## config.mk

```make
export PLATFORM = sky130hd
export DESIGN_NAME = ppi_top
export DESIGN_NICKNAME = d
export VERILOG_FILES = /design/src/rtl/ppi_pkg.sv /design/src/rtl/ppi_top.sv
export SDC_FILE = /design/constraint.sdc
export NUM_CORES = 1
export LEC_CHECK = 0
export ABC_AREA = 1
export ABC_CLOCK_PERIOD_IN_PS = 1800
export BUFFER_PORTS_ARGS = -buffer_cell sky130_fd_sc_hd__buf_4
export CORE_ASPECT_RATIO = 0.6
export CORE_MARGIN = 8
export CORE_UTILIZATION = 56
export DETAILED_ROUTE_END_ITERATION = 12
export PLACE_DENSITY = 0.85
export SLEW_MARGIN = 10
export SYNTH_ARGS = -nofsm -noshare
export SYNTH_HDL_FRONTEND = slang
export SYNTH_SLANG_ARGS = --single-unit
```

## constraint.sdc

```tcl
create_clock -name I_REF_CLK -period 1.8 [get_ports I_REF_CLK]
set_input_delay 0.36 -clock I_REF_CLK [delete_from_list [all_inputs] [get_ports I_REF_CLK]]
set_output_delay 0.36 -clock I_REF_CLK [all_outputs]
set_load 0.1 [all_outputs]
```

## src/rtl/ppi_pkg.sv

```systemverilog
// constants for the parallel port with interrupts
package ppi_pkg;

  // ---------------------------------------------------------------
  // bus geometry
  // ---------------------------------------------------------------
  localparam int          ADDR_W   = 12;
  localparam int          DATA_W   = 32;
  localparam int          PORT_W   = 16;

  // ---------------------------------------------------------------
  // register byte offsets
  // ---------------------------------------------------------------
  localparam logic [11:0] OFS_DOUT     = 12'h000;
  localparam logic [11:0] OFS_DIN      = 12'h004;
  localparam logic [11:0] OFS_DIR      = 12'h008;
  localparam logic [11:0] OFS_PINS     = 12'h00c;
  localparam logic [11:0] OFS_FLAG0    = 12'h010;
  localparam logic [11:0] OFS_FLAG1    = 12'h014;
  localparam logic [11:0] OFS_FPOL     = 12'h018;
  localparam logic [11:0] OFS_IRQCTL   = 12'h01c;
  localparam logic [11:0] OFS_MASKCPU  = 12'h020;
  localparam logic [11:0] OFS_MASKEXT  = 12'h024;
  localparam logic [11:0] OFS_EVSTAT   = 12'h028;
  localparam logic [11:0] OFS_EVMASK   = 12'h02c;

  // ---------------------------------------------------------------
  // reset values and field positions
  // ---------------------------------------------------------------
  localparam logic [15:0] RST_WORD16   = 16'h0000;
  localparam logic [1:0]  RST_IRQ_POL  = 2'h3;
  localparam logic        RST_EXT_TOTEM = 1'b0;
  localparam int          BIT_POL_CPU  = 0;
  localparam int          BIT_POL_EXT  = 1;
  localparam int          BIT_EXT_TOTEM = 2;

  // ---------------------------------------------------------------
  // write master identity on awuser
  // ---------------------------------------------------------------
  localparam logic [1:0]  MST_CPU      = 2'h0;
  localparam logic [1:0]  MST_DMA      = 2'h1;
  localparam logic [1:0]  MST_PCI      = 2'h2;

  // ---------------------------------------------------------------
  // system hook-up and bus answers
  // ---------------------------------------------------------------
  localparam int          ICU_LINES    = 16;
  localparam int          ICU_SRC_NUM  = 9;
  localparam logic [1:0]  RESP_OKAY    = 2'h0;
  localparam logic [1:0]  RESP_SLVERR  = 2'h2;

endpackage

```

## src/rtl/ppi_top.sv

```systemverilog
// sixteen-pin parallel port with flag interrupts and an axi4-lite slave
//
// The address map and register access over AXI4-Lite were left to the implementer.
`timescale 1ns/1ps

module ppi_top #(
  parameter int N_PINS = ppi_pkg::PORT_W
) (
  input  wire logic                       I_REF_CLK,
  input  wire logic                       I_RST_B,
  // axi4-lite slave
  input  wire logic [ppi_pkg::ADDR_W-1:0] I_AWADDR,
  input  wire logic [1:0]                 I_AWUSER,
  input  wire logic                       I_AWVALID,
  output logic                            O_AWREADY,
  input  wire logic [ppi_pkg::DATA_W-1:0] I_WDATA,
  input  wire logic [3:0]                 I_WSTRB,
  input  wire logic                       I_WVALID,
  output logic                            O_WREADY,
  output logic [1:0]                      O_BRESP,
  output logic                            O_BVALID,
  input  wire logic                       I_BREADY,
  input  wire logic [ppi_pkg::ADDR_W-1:0] I_ARADDR,
  input  wire logic                       I_ARVALID,
  output logic                            O_ARREADY,
  output logic [ppi_pkg::DATA_W-1:0]      O_RDATA,
  output logic [1:0]                      O_RRESP,
  output logic                            O_RVALID,
  input  wire logic                       I_RREADY,
  // port pins
  input  wire logic [N_PINS-1:0]          I_PIN,
  output logic [N_PINS-1:0]               O_PIN,
  output logic [N_PINS-1:0]               O_PIN_OE,
  // system side
  input  wire logic                       I_PCI_EXT_ARB,
  output logic [ppi_pkg::ICU_LINES-1:0]   O_ICU_SRC,
  output logic                            O_CPU_IRQ,
  output logic                            O_PCI_REQ1,
  output logic                            O_PCI_REQ1_OE,
  output logic                            O_IRQ
);

  // ---------------------------------------------------------------
  // parameter check
  // ---------------------------------------------------------------
  generate
    if (N_PINS != ppi_pkg::PORT_W) begin : g_bad_width
      $error("ppi_top: N_PINS must equal the 16-bit register width");
    end
  endgenerate

  // ---------------------------------------------------------------
  // state
  // ---------------------------------------------------------------
  logic [N_PINS-1:0] pin_meta_q;
  logic [N_PINS-1:0] pin_sync_q;
  logic [N_PINS-1:0] pin_prev_q;
  logic [2:0]        edge_arm_q; // no false edge while prev is still reset
  logic [N_PINS-1:0] dout_q;
  logic [N_PINS-1:0] din_q;
  logic [N_PINS-1:0] dir_q;
  logic [N_PINS-1:0] flag_q;
  logic [N_PINS-1:0] fpol_q;
  logic [N_PINS-1:0] mask_cpu_q;
  logic [N_PINS-1:0] mask_ext_q;
  logic [N_PINS-1:0] ev_stat_q;
  logic [N_PINS-1:0] ev_mask_q;
  logic [1:0]        irq_pol_q;
  logic              ext_totem_q;
  logic              cpu_req_q;
  logic              ext_req_q;

  logic                      aw_full_q;
  logic [ppi_pkg::ADDR_W-1:0] aw_addr_q;
  logic [1:0]                aw_user_q;
  logic                      w_full_q;
  logic [ppi_pkg::DATA_W-1:0] w_data_q;
  logic [3:0]                w_strb_q;
  logic                      bvalid_q;
  logic [1:0]                bresp_q;
  logic                      rvalid_q;
  logic [1:0]                rresp_q;
  logic [ppi_pkg::DATA_W-1:0] rdata_q;

  // ---------------------------------------------------------------
  // pin synchroniser and capture
  // ---------------------------------------------------------------
  always_ff @(posedge I_REF_CLK or negedge I_RST_B) begin
    if (!I_RST_B) begin
      pin_meta_q <= ppi_pkg::RST_WORD16;
      pin_sync_q <= ppi_pkg::RST_WORD16;
      pin_prev_q <= ppi_pkg::RST_WORD16;
      edge_arm_q <= '0;
    end else begin
      pin_meta_q <= I_PIN;
      pin_sync_q <= pin_meta_q;
      pin_prev_q <= pin_sync_q;
      edge_arm_q <= {edge_arm_q[1:0], 1'b1};
    end
  end

  // input data follows a pin only while it is an input
  genvar gi;
  generate
    for (gi = 0; gi < N_PINS; gi++) begin : g_din
      always_ff @(posedge I_REF_CLK or negedge I_RST_B) begin
        if (!I_RST_B) begin
          din_q[gi] <= 1'b0;
        end else if (!dir_q[gi]) begin
          din_q[gi] <= pin_sync_q[gi];
        end
      end
    end
  endgenerate

  assign O_PIN    = dout_q;
  assign O_PIN_OE = dir_q;

  // ---------------------------------------------------------------
  // axi4-lite write path
  // ---------------------------------------------------------------
  logic              wr_go;
  logic [15:0]       wr_mask;
  logic [15:0]       wr_data;
  logic              wr_hit;
  logic [11:0]       wr_ofs;

  assign O_AWREADY = !aw_full_q && !bvalid_q;
  assign O_WREADY  = !w_full_q && !bvalid_q;
  assign wr_go     = aw_full_q && w_full_q && !bvalid_q;
  assign wr_ofs    = aw_addr_q & ~12'h003;
  // only the two low byte lanes carry register bits
  assign wr_mask   = {{8{w_strb_q[1]}}, {8{w_strb_q[0]}}};
  assign wr_data   = w_data_q[15:0] & wr_mask;

  always_comb begin
    unique case (wr_ofs)
      ppi_pkg::OFS_DOUT, ppi_pkg::OFS_DIR, ppi_pkg::OFS_FLAG0,
      ppi_pkg::OFS_FLAG1, ppi_pkg::OFS_FPOL, ppi_pkg::OFS_IRQCTL,
      ppi_pkg::OFS_MASKCPU, ppi_pkg::OFS_MASKEXT,
      ppi_pkg::OFS_EVSTAT, ppi_pkg::OFS_EVMASK,
      ppi_pkg::OFS_DIN, ppi_pkg::OFS_PINS: wr_hit = 1'b1;
      default: wr_hit = 1'b0;
    endcase
  end

  always_ff @(posedge I_REF_CLK or negedge I_RST_B) begin
    if (!I_RST_B) begin
      aw_full_q <= 1'b0;
      aw_addr_q <= '0;
      aw_user_q <= ppi_pkg::MST_CPU;
    end else if (I_AWVALID && O_AWREADY) begin
      aw_full_q <= 1'b1;
      aw_addr_q <= I_AWADDR;
      aw_user_q <= I_AWUSER;
    end else if (wr_go) begin
      aw_full_q <= 1'b0;
    end
  end

  always_ff @(posedge I_REF_CLK or negedge I_RST_B) begin
    if (!I_RST_B) begin
      w_full_q <= 1'b0;
      w_data_q <= '0;
      w_strb_q <= '0;
    end else if (I_WVALID && O_WREADY) begin
      w_full_q <= 1'b1;
      w_data_q <= I_WDATA;
      w_strb_q <= I_WSTRB;
    end else if (wr_go) begin
      w_full_q <= 1'b0;
    end
  end

  always_ff @(posedge I_REF_CLK or negedge I_RST_B) begin
    if (!I_RST_B) begin
      bvalid_q <= 1'b0;
      bresp_q  <= ppi_pkg::RESP_OKAY;
    end else if (wr_go) begin
      bvalid_q <= 1'b1;
      bresp_q  <= wr_hit ? ppi_pkg::RESP_OKAY : ppi_pkg::RESP_SLVERR;
    end else if (I_BREADY) begin
      bvalid_q <= 1'b0;
    end
  end

  assign O_BVALID = bvalid_q;
  assign O_BRESP  = bresp_q;

  // ---------------------------------------------------------------
  // control registers
  // ---------------------------------------------------------------
  function automatic logic [15:0] merge(input logic [15:0] old_v);
    merge = (old_v & ~wr_mask) | wr_data;
  endfunction

  always_ff @(posedge I_REF_CLK or negedge I_RST_B) begin
    if (!I_RST_B) begin
      dout_q     <= ppi_pkg::RST_WORD16;
      dir_q      <= ppi_pkg::RST_WORD16;
      fpol_q     <= ppi_pkg::RST_WORD16;
      mask_cpu_q <= ppi_pkg::RST_WORD16;
      mask_ext_q <= ppi_pkg::RST_WORD16;
      ev_mask_q  <= ppi_pkg::RST_WORD16;
      irq_pol_q  <= ppi_pkg::RST_IRQ_POL;
      ext_totem_q <= ppi_pkg::RST_EXT_TOTEM;
    end else if (wr_go) begin
      unique case (wr_ofs)
        ppi_pkg::OFS_DOUT:    dout_q     <= merge(dout_q);
        ppi_pkg::OFS_DIR:     dir_q      <= merge(dir_q);
        ppi_pkg::OFS_FPOL:    fpol_q     <= merge(fpol_q);
        ppi_pkg::OFS_MASKCPU: mask_cpu_q <= merge(mask_cpu_q);
        ppi_pkg::OFS_MASKEXT: mask_ext_q <= merge(mask_ext_q);
        ppi_pkg::OFS_EVMASK:  ev_mask_q  <= merge(ev_mask_q);
        ppi_pkg::OFS_IRQCTL: begin
          if (w_strb_q[0]) begin
            irq_pol_q   <= w_data_q[ppi_pkg::BIT_POL_EXT:
                                    ppi_pkg::BIT_POL_CPU];
            ext_totem_q <= w_data_q[ppi_pkg::BIT_EXT_TOTEM];
          end
        end
        default: begin
        end
      endcase
    end
  end

  // ---------------------------------------------------------------
  // event flags, two aliases over one store
  // ---------------------------------------------------------------
  always_ff @(posedge I_REF_CLK or negedge I_RST_B) begin
    if (!I_RST_B) begin
      flag_q <= ppi_pkg::RST_WORD16;
    end else if (wr_go && wr_ofs == ppi_pkg::OFS_FLAG0) begin
      flag_q <= merge(flag_q);
    end else if (wr_go && wr_ofs == ppi_pkg::OFS_FLAG1) begin
      if (aw_user_q == ppi_pkg::MST_CPU) begin
        flag_q <= flag_q | wr_data;
      end else if (aw_user_q == ppi_pkg::MST_DMA ||
                   aw_user_q == ppi_pkg::MST_PCI) begin
        flag_q <= flag_q & ~wr_data;
      end
    end
  end

  // ---------------------------------------------------------------
  // pin change events: sticky, write one to clear
  // ---------------------------------------------------------------
  logic [15:0] ev_clr;
  logic [15:0] ev_set;

  assign ev_clr = (wr_go && wr_ofs == ppi_pkg::OFS_EVSTAT) ? wr_data : '0;
  assign ev_set = (pin_sync_q ^ pin_prev_q) & {N_PINS{edge_arm_q[2]}};

  // a change landing in the clearing cycle stays set
  always_ff @(posedge I_REF_CLK or negedge I_RST_B) begin
    if (!I_RST_B) begin
      ev_stat_q <= ppi_pkg::RST_WORD16;
    end else begin
      ev_stat_q <= (ev_stat_q & ~ev_clr) | ev_set;
    end
  end

  assign O_IRQ = |(ev_stat_q & ev_mask_q);

  // ---------------------------------------------------------------
  // request outputs
  // ---------------------------------------------------------------
  logic [15:0] flag_act;
  logic        cpu_req_d;
  logic        ext_req_d;

  assign flag_act  = flag_q ^ fpol_q;
  assign cpu_req_d = |(flag_act & mask_cpu_q) ^
                     irq_pol_q[ppi_pkg::BIT_POL_CPU];
  assign ext_req_d = |(flag_act & mask_ext_q) ^
                     irq_pol_q[ppi_pkg::BIT_POL_EXT];

  // registered so both read one straight out of reset
  always_ff @(posedge I_REF_CLK or negedge I_RST_B) begin
    if (!I_RST_B) begin
      cpu_req_q <= 1'b1;
      ext_req_q <= 1'b1;
    end else begin
      cpu_req_q <= cpu_req_d;
      ext_req_q <= ext_req_d;
    end
  end

  assign O_CPU_IRQ = cpu_req_q;

  always_comb begin
    O_ICU_SRC = '0;
    O_ICU_SRC[ppi_pkg::ICU_SRC_NUM] = cpu_req_q;
  end

  // open drain only pulls low; outside arbiter mode the pin is released
  assign O_PCI_REQ1    = ext_req_q;
  assign O_PCI_REQ1_OE = I_PCI_EXT_ARB &&
                         (ext_totem_q || !ext_req_q);

  // ---------------------------------------------------------------
  // axi4-lite read path
  // ---------------------------------------------------------------
  logic [ppi_pkg::DATA_W-1:0] rd_val;
  logic                      rd_hit;
  logic [11:0]               rd_ofs;

  assign rd_ofs    = I_ARADDR & ~12'h003;
  assign O_ARREADY = !rvalid_q;

  always_comb begin
    rd_val = '0;
    rd_hit = 1'b1;
    unique case (rd_ofs)
      ppi_pkg::OFS_DOUT:    rd_val[15:0] = dout_q;
      ppi_pkg::OFS_DIN:     rd_val[15:0] = din_q;
      ppi_pkg::OFS_DIR:     rd_val[15:0] = dir_q;
      ppi_pkg::OFS_PINS:    rd_val[15:0] = pin_sync_q;
      ppi_pkg::OFS_FLAG0,
      ppi_pkg::OFS_FLAG1:   rd_val[15:0] = flag_q;
      ppi_pkg::OFS_FPOL:    rd_val[15:0] = fpol_q;
      ppi_pkg::OFS_IRQCTL: begin
        rd_val[ppi_pkg::BIT_POL_EXT:ppi_pkg::BIT_POL_CPU] = irq_pol_q;
        rd_val[ppi_pkg::BIT_EXT_TOTEM] = ext_totem_q;
      end
      ppi_pkg::OFS_MASKCPU: rd_val[15:0] = mask_cpu_q;
      ppi_pkg::OFS_MASKEXT: rd_val[15:0] = mask_ext_q;
      ppi_pkg::OFS_EVSTAT:  rd_val[15:0] = ev_stat_q;
      ppi_pkg::OFS_EVMASK:  rd_val[15:0] = ev_mask_q;
      default:              rd_hit = 1'b0;
    endcase
  end

  always_ff @(posedge I_REF_CLK or negedge I_RST_B) begin
    if (!I_RST_B) begin
      rvalid_q <= 1'b0;
      rresp_q  <= ppi_pkg::RESP_OKAY;
      rdata_q  <= '0;
    end else if (I_ARVALID && O_ARREADY) begin
      rvalid_q <= 1'b1;
      rresp_q  <= rd_hit ? ppi_pkg::RESP_OKAY : ppi_pkg::RESP_SLVERR;
      rdata_q  <= rd_val;
    end else if (I_RREADY) begin
      rvalid_q <= 1'b0;
    end
  end

  assign O_RVALID = rvalid_q;
  assign O_RRESP  = rresp_q;
  assign O_RDATA  = rdata_q;

endmodule

```

## After elaboration in Yosys (flattened, before gate mapping)

Cells that the tools add are included.

| operators by class | value |
|---|---|
| equal/unequal tests | 24 |
| muxes and demuxes | 18 |
| bitwise operators | 30 |
| reduce and logical (&&, ||, !) cells | 41 |

Operators with widths:

| kind | count |
|---|---|
| $and 16x16->16 | 14 |
| $or 16x16->16 | 9 |
| $pmux 13 s10 | 1 |
| $eq 10x3->1 const B | 8 |
| $eq 10x4->1 const B | 8 |
| $mux 16 | 5 |
| $not 16->16 | 3 |
| $reduce_or 16->1 | 3 |
| $eq 10x2->1 const B | 4 |
| $pmux 3 s11 | 1 |
| $xor 16x16->16 | 2 |
| $logic_not 12->1 | 2 |
| $reduce_or 12->1 | 2 |
| $eq 10x1->1 const B | 2 |
| $reduce_and 2->1 | 7 |
| $logic_and 1x1->1 | 11 |
| $reduce_bool 2->1 | 5 |
| $mux 1 | 9 |
| $logic_not 1->1 | 5 |
| $mux 2 | 2 |
| $reduce_and 3->1 | 1 |
| $reduce_bool 3->1 | 1 |
| $eq 2x1->1 const B | 1 |
| $eq 2x2->1 const B | 1 |
| 4 further kinds | 6 |

| word-level totals | value |
|---|---|
| register bits after elaboration | 256 |
| bits of input ports | 86 |
| output and inout bits | 93 |
| logic and storage cells | 156 |

## Longest topological paths before layout

| depth | value |
|---|---|
| depth after elaboration | 7 |
| gate-level depth with buffers | 12 |
| mapped depth without buffers | 11 |

## Worst setup path after synthesis

Ideal clock, no wire load.

| timing | value |
|---|---|
| kind | flip-flop to flip-flop |
| start point | register bvalid_q (netlist: O_BVALID) |
| end point | register w_data_q[15] (netlist bit) |
| arrival time | 3093 ps |
| required time | 1668 ps |
| path slack | -1425 ps |
| stages on the path, launching flop included | 6 |
| period minus slack after synthesis | 3225 ps |
| path through | dfrtp_1 > nor2_1 > nand2_1 > clkbuf_1 > nor2_1 > a21oi_1 |

| on the way | value |
|---|---|
| longest elaborated chain between the ends | 3 |

Ends and longest elaborated chain:

| element | line | RTL |
|---|---|---|
| from (decl) | ppi_top.sv:79 | `logic bvalid_q;` |
| from (signal assigned) | ppi_top.sv:177 | `bvalid_q <= 1'b0;` |
| from (signal assigned) | ppi_top.sv:180 | `bvalid_q <= 1'b1;` |
| from (signal assigned) | ppi_top.sv:183 | `bvalid_q <= 1'b0;` |
| $logic_not 1->1 | ppi_top.sv:129 | `assign O_WREADY = !w_full_q && !bvalid_q;` |
| $logic_and 1x1->1 | ppi_top.sv:129 |  |
| via O_WREADY | ppi_top.sv:19 | `output logic O_WREADY,` |
| $logic_and 1x1->1 | ppi_top.sv:166 | `end else if (I_WVALID && O_WREADY) begin` |
| to (signal assigned) | ppi_top.sv:164 | `w_data_q <= '0;` |
| to (signal assigned) | ppi_top.sv:168 | `w_data_q <= I_WDATA;` |
| to (decl) | ppi_top.sv:77 | `logic [ppi_pkg::DATA_W-1:0] w_data_q;` |

The timed path passes the listed nets, and every way through them passes these cells.
A chain may end at the register's enable or synchronous reset.

## Worst setup path after layout

| timing | value |
|---|---|
| start point | register ev_stat_q[2] |
| end point | output port O_IRQ |

| on the way | value |
|---|---|
| longest elaborated chain between the ends | 2 |

Ends and longest elaborated chain:

| element | line | RTL |
|---|---|---|
| from (decl) | ppi_top.sv:66 | `logic [N_PINS-1:0] ev_stat_q;` |
| from (signal assigned) | ppi_top.sv:258 | `ev_stat_q <= ppi_pkg::RST_WORD16;` |
| from (signal assigned) | ppi_top.sv:260 | `ev_stat_q <= (ev_stat_q & ~ev_clr) \| ev_set;` |
| $and 16x16->16 | ppi_top.sv:264 | `assign O_IRQ = \|(ev_stat_q & ev_mask_q);` |
| $reduce_or 16->1 | ppi_top.sv:264 |  |
| to (decl) | ppi_top.sv:40 | `output logic O_IRQ` |

No other way between the ends.

==> flow_summary.json <==
{
  "outcome": "complete, but fails checks",
  "violations": "hold timing, setup timing",
  "antenna_left": 0,
  "setup_violations": 39,
  "reg2reg_slack_ns": -0.08,
  "viasPerCell": 5.66,
  "yosysSeqAreaShare_pct": 52.5,
  "grt_pass1_wl_um": 59200,
  "hold_depth": 2,
  "skew_ns": 0.0190,
  "hold_violations": 1,
  "grt_usage_pct": 28.6,
  "power_density_nw_per_um2": 1050,
  "syn-instance-count": 1445,
  "wl_per_cell_um": 20.0,
  "power_frac_seq_pct": 41.0,
  "final_net_count": 1747,
  "start_util_pct": 57.2,
  "io_buffer_count": 123,
  "fmax_mhz": 428,
  "cellLeakagePower_nw": 7.99,
  "io_pins": 179,
  "syn_to_final_growth_pct": 27.9,
  "dp_hpwl_um": 27700,
  "fillers": 1533,
  "diodes": 0,
  "min_from": "I_RREADY",
  "peakVddDrop_mv": 0.953,
  "fin_hold_ws_ns": -0.00196,
  "slew_viol_final": 0,
  "crit_type": "reg -> out",
  "drt-total-wl_um": 39200,
  "power_frac_clock_pct": 32.4,
  "cpMaxStageDelayCell": "dfrtp_1",
  "final.setup.tns_ns": -1.70,
  "cp_max_fo": 2,
  "critPathArrivalTime_ns": 1.98,
  "holdCritPathClass": "in -> reg",
  "cp_data_required_time_ns": 1.44,
  "dieArea_um2": 26600,
  "finalCritPeriodShare_pct": 130,
  "rows": 41,
  "drt-initial-drc-count": 1139,
  "grt_max_degree": 63,
  "cp-end-kind": "primary output",
  "antenna_found_initial": 0,
  "path_delay_family": "simple AND/OR/NAND/NOR gates",
  "switching_share_pct": 36.0,
  "design_area_um2": 15400,
  "rr_worst_depth": 11,
  "root_buffer": "clkbuf_16",
  "final_util_pct": 73.1,
  "p_sw_mw": 5.83,
  "place_ws_ns": -0.135,
  "synth_edf_count": 0,
  "max_cap_viol_count": 0,
  "avgSynthCellArea_um2": 8.32,
  "slowest_delay_ns": 0.40,
  "synth_seq_cells": 252,
  "die-width_um": 205,
  "synth_warnings": 0,
  "crit_top_cell": "nand4_1",
  "drive_gt1_share_pct": 26.0,
  "clk_pin_slew_worst_paths_ns": 0.07,
  "cp_num_cells": 5,
  "cp_num_buf_inv": 1,
  "drc": 0,
  "startpoint_type": "flop",
  "setup_slack_ns": -0.537,
  "combPwrFrac_pct": 26.6,
  "syn_area_um2": 12000,
  "core_area_um2": 21000,
  "postSynth.asyncResetShare_pct": 100,
  "die_h_um": 130,
  "cts_sinks": 252,
  "tritoncts": "yes",
  "cts_max_level": 1,
  "synth_cell_types": 40,
  "place_area_um2": 13800,
  "clk_latency_ns": 0.53,
  "min_period_ns": 2.34,
  "gp_congestion": 0.972,
  "intPower_mw": 10.4,
  "timing.rr.start": "aw_addr_q[10]",
  "cts.path.max_buffers": 3,
  "min_to": "O_RVALID",
  "cts_inserted_buffers": 24,
  "via_count": 11100,
  "drtPass1Iterations": 6,
  "path_cells": "nand2_1 > nand4_1 > a21oi_2 > nand4_1 > buf_8",
  "ys.flop_type": "dfrtp_1",
  "rsz0062_at_grt": "true",
  "grt_pass1_vias": 10600,
  "grt_overflow_total": 0
}
[metal layers]
layer  wire, um  vias to the layer above  global-route usage (%)
met5          0                        -                       0
met4        685                        0                    4.86
met3       6300                       73                    12.8
met2      16200                      713                    40.7
met1      16000                     5217                    40.2
li1           -                     5065                       -
[worst max path at each step]
stage                  startpoint     endpoint
finish               ev_stat_q[2]        O_IRQ
global route         ev_stat_q[3]        O_IRQ
CTS                  ev_stat_q[3]        O_IRQ
detailed placement   I_ARADDR[11]  O_RDATA[14]
global placement     I_ARADDR[11]  O_RDATA[14]
floorplan           ev_stat_q[11]        O_IRQ
[placed cells by master, fill, tap and decap left out, types with 11 or more instances in the layout]
cell type / n
inv_1: 84
dlygate4sd3_1: 17
conb_1: 34
buf_4: 190
xor2_1: 16
dfrtp_1: 245
nand2_1: 389
o21ai_2: 37
a21oi_1: 30
nand2_4: 13
buf_6: 12
mux2_2: 14
nor2_1: 90
buf_12: 21
or2_2: 16
clkbuf_16: 27
nand3_1: 212
nand2_2: 34
nor2_2: 11
o21ai_1: 64
o21ai_0: 38
[cell usage after synthesis, types with 3 or more instances]
cell	number	area, um^2
a21oi_1	32	160
buf_2	26	130
buf_4	41	308
buf_6	3	33.8
clkbuf_1	17	63.8
dfrtp_1	248	6210
dfstp_2	4	105
inv_1	89	334
inv_2	7	26.3
mux2_2	14	158
nand2_1	430	1610
nand2_2	7	43.8
nand3_1	214	1070
nand3_2	5	50.1
nand4_1	7	43.8
nor2_1	95	357
nor2_2	9	56.3
nor2_4	3	33.8
o21ai_0	56	280
o21ai_1	59	295
o21ai_2	24	210
or2_2	16	100
xor2_1	16	140
[stage by stage]
step	hold slack (ns)	total power [mW]	instances
floorplan	0.0644	9.00	1477
global placement	0.223	10.2	1870
detailed placement	0.222	10.4	1870
CTS	0.00229	15.8	1940
global route	0.00235	16.7	1956
finish	-0.00196	16.2	1956
[area by class of cell]
type,count,area [um^2],share of cell area [%]
sequential,252,6320,41.1
multi-input combinational,1040,5270,34.2
timing repair buffer,245,2260,14.7
clock buffer,32,662,4.30
inverter,97,379,2.47
tap,279,349,2.27
clock inverter,11,143,0.928
[logic make-up (layout without fill, tap and decap cells)]
| group | Yosys count | count (layout) | synth area share (%) |
|---|---|---|---|
| simple gates | 799 | 799 | 29.2 |
| other cells | 2 | 34 | 0.0625 |
| mux | 14 | 14 | 1.31 |
| buf+inv | 185 | 385 | 7.51 |
| flops | 252 | 252 | 52.5 |
| xor+xnor | 16 | 16 | 1.17 |
| compound gates | 176 | 176 | 8.20 |
| fa+ha+maj | 1 | 1 | 0.104 |
[power by group through the flow]
| stage | Clock (mW) | Sequential (mW) | Combinational (mW) |
|---|---|---|---|
| 6_report | 5.25 | 6.64 | 4.30 |
| 5_1_grt | 5.51 | 6.68 | 4.55 |
| 4_1_cts | 5.25 | 6.58 | 3.94 |
| 3_5_place_dp | 0 | 6.66 | 3.69 |
| 3_3_place_gp | 0 | 6.64 | 3.60 |
| 2_1_floorplan | 0 | 6.73 | 2.27 |
[worst register-to-register path, stage by stage (launching register included)]
cell     delay (ns)
dfrtp_1        0.38
inv_2          0.08
nand2_4        0.07
nor2_4         0.12
nand2_4        0.12
buf_6          0.15
nor4_4         0.29
buf_4          0.20
nand2_8        0.07
buf_12         0.18
nand2_2        0.06
o21ai_1        0.05
[what timing repair did]
action,4_1_cts,5_1_grt
pin swaps,6,18
hold buffers,17,0
buffers inserted,9,14
cloned,1,2
gates resized for setup,20,102
hold endpoints to repair,96,0
endpoints found under the setup margin,9,63
No activity file was read; power rests on OpenSTA's default activity.
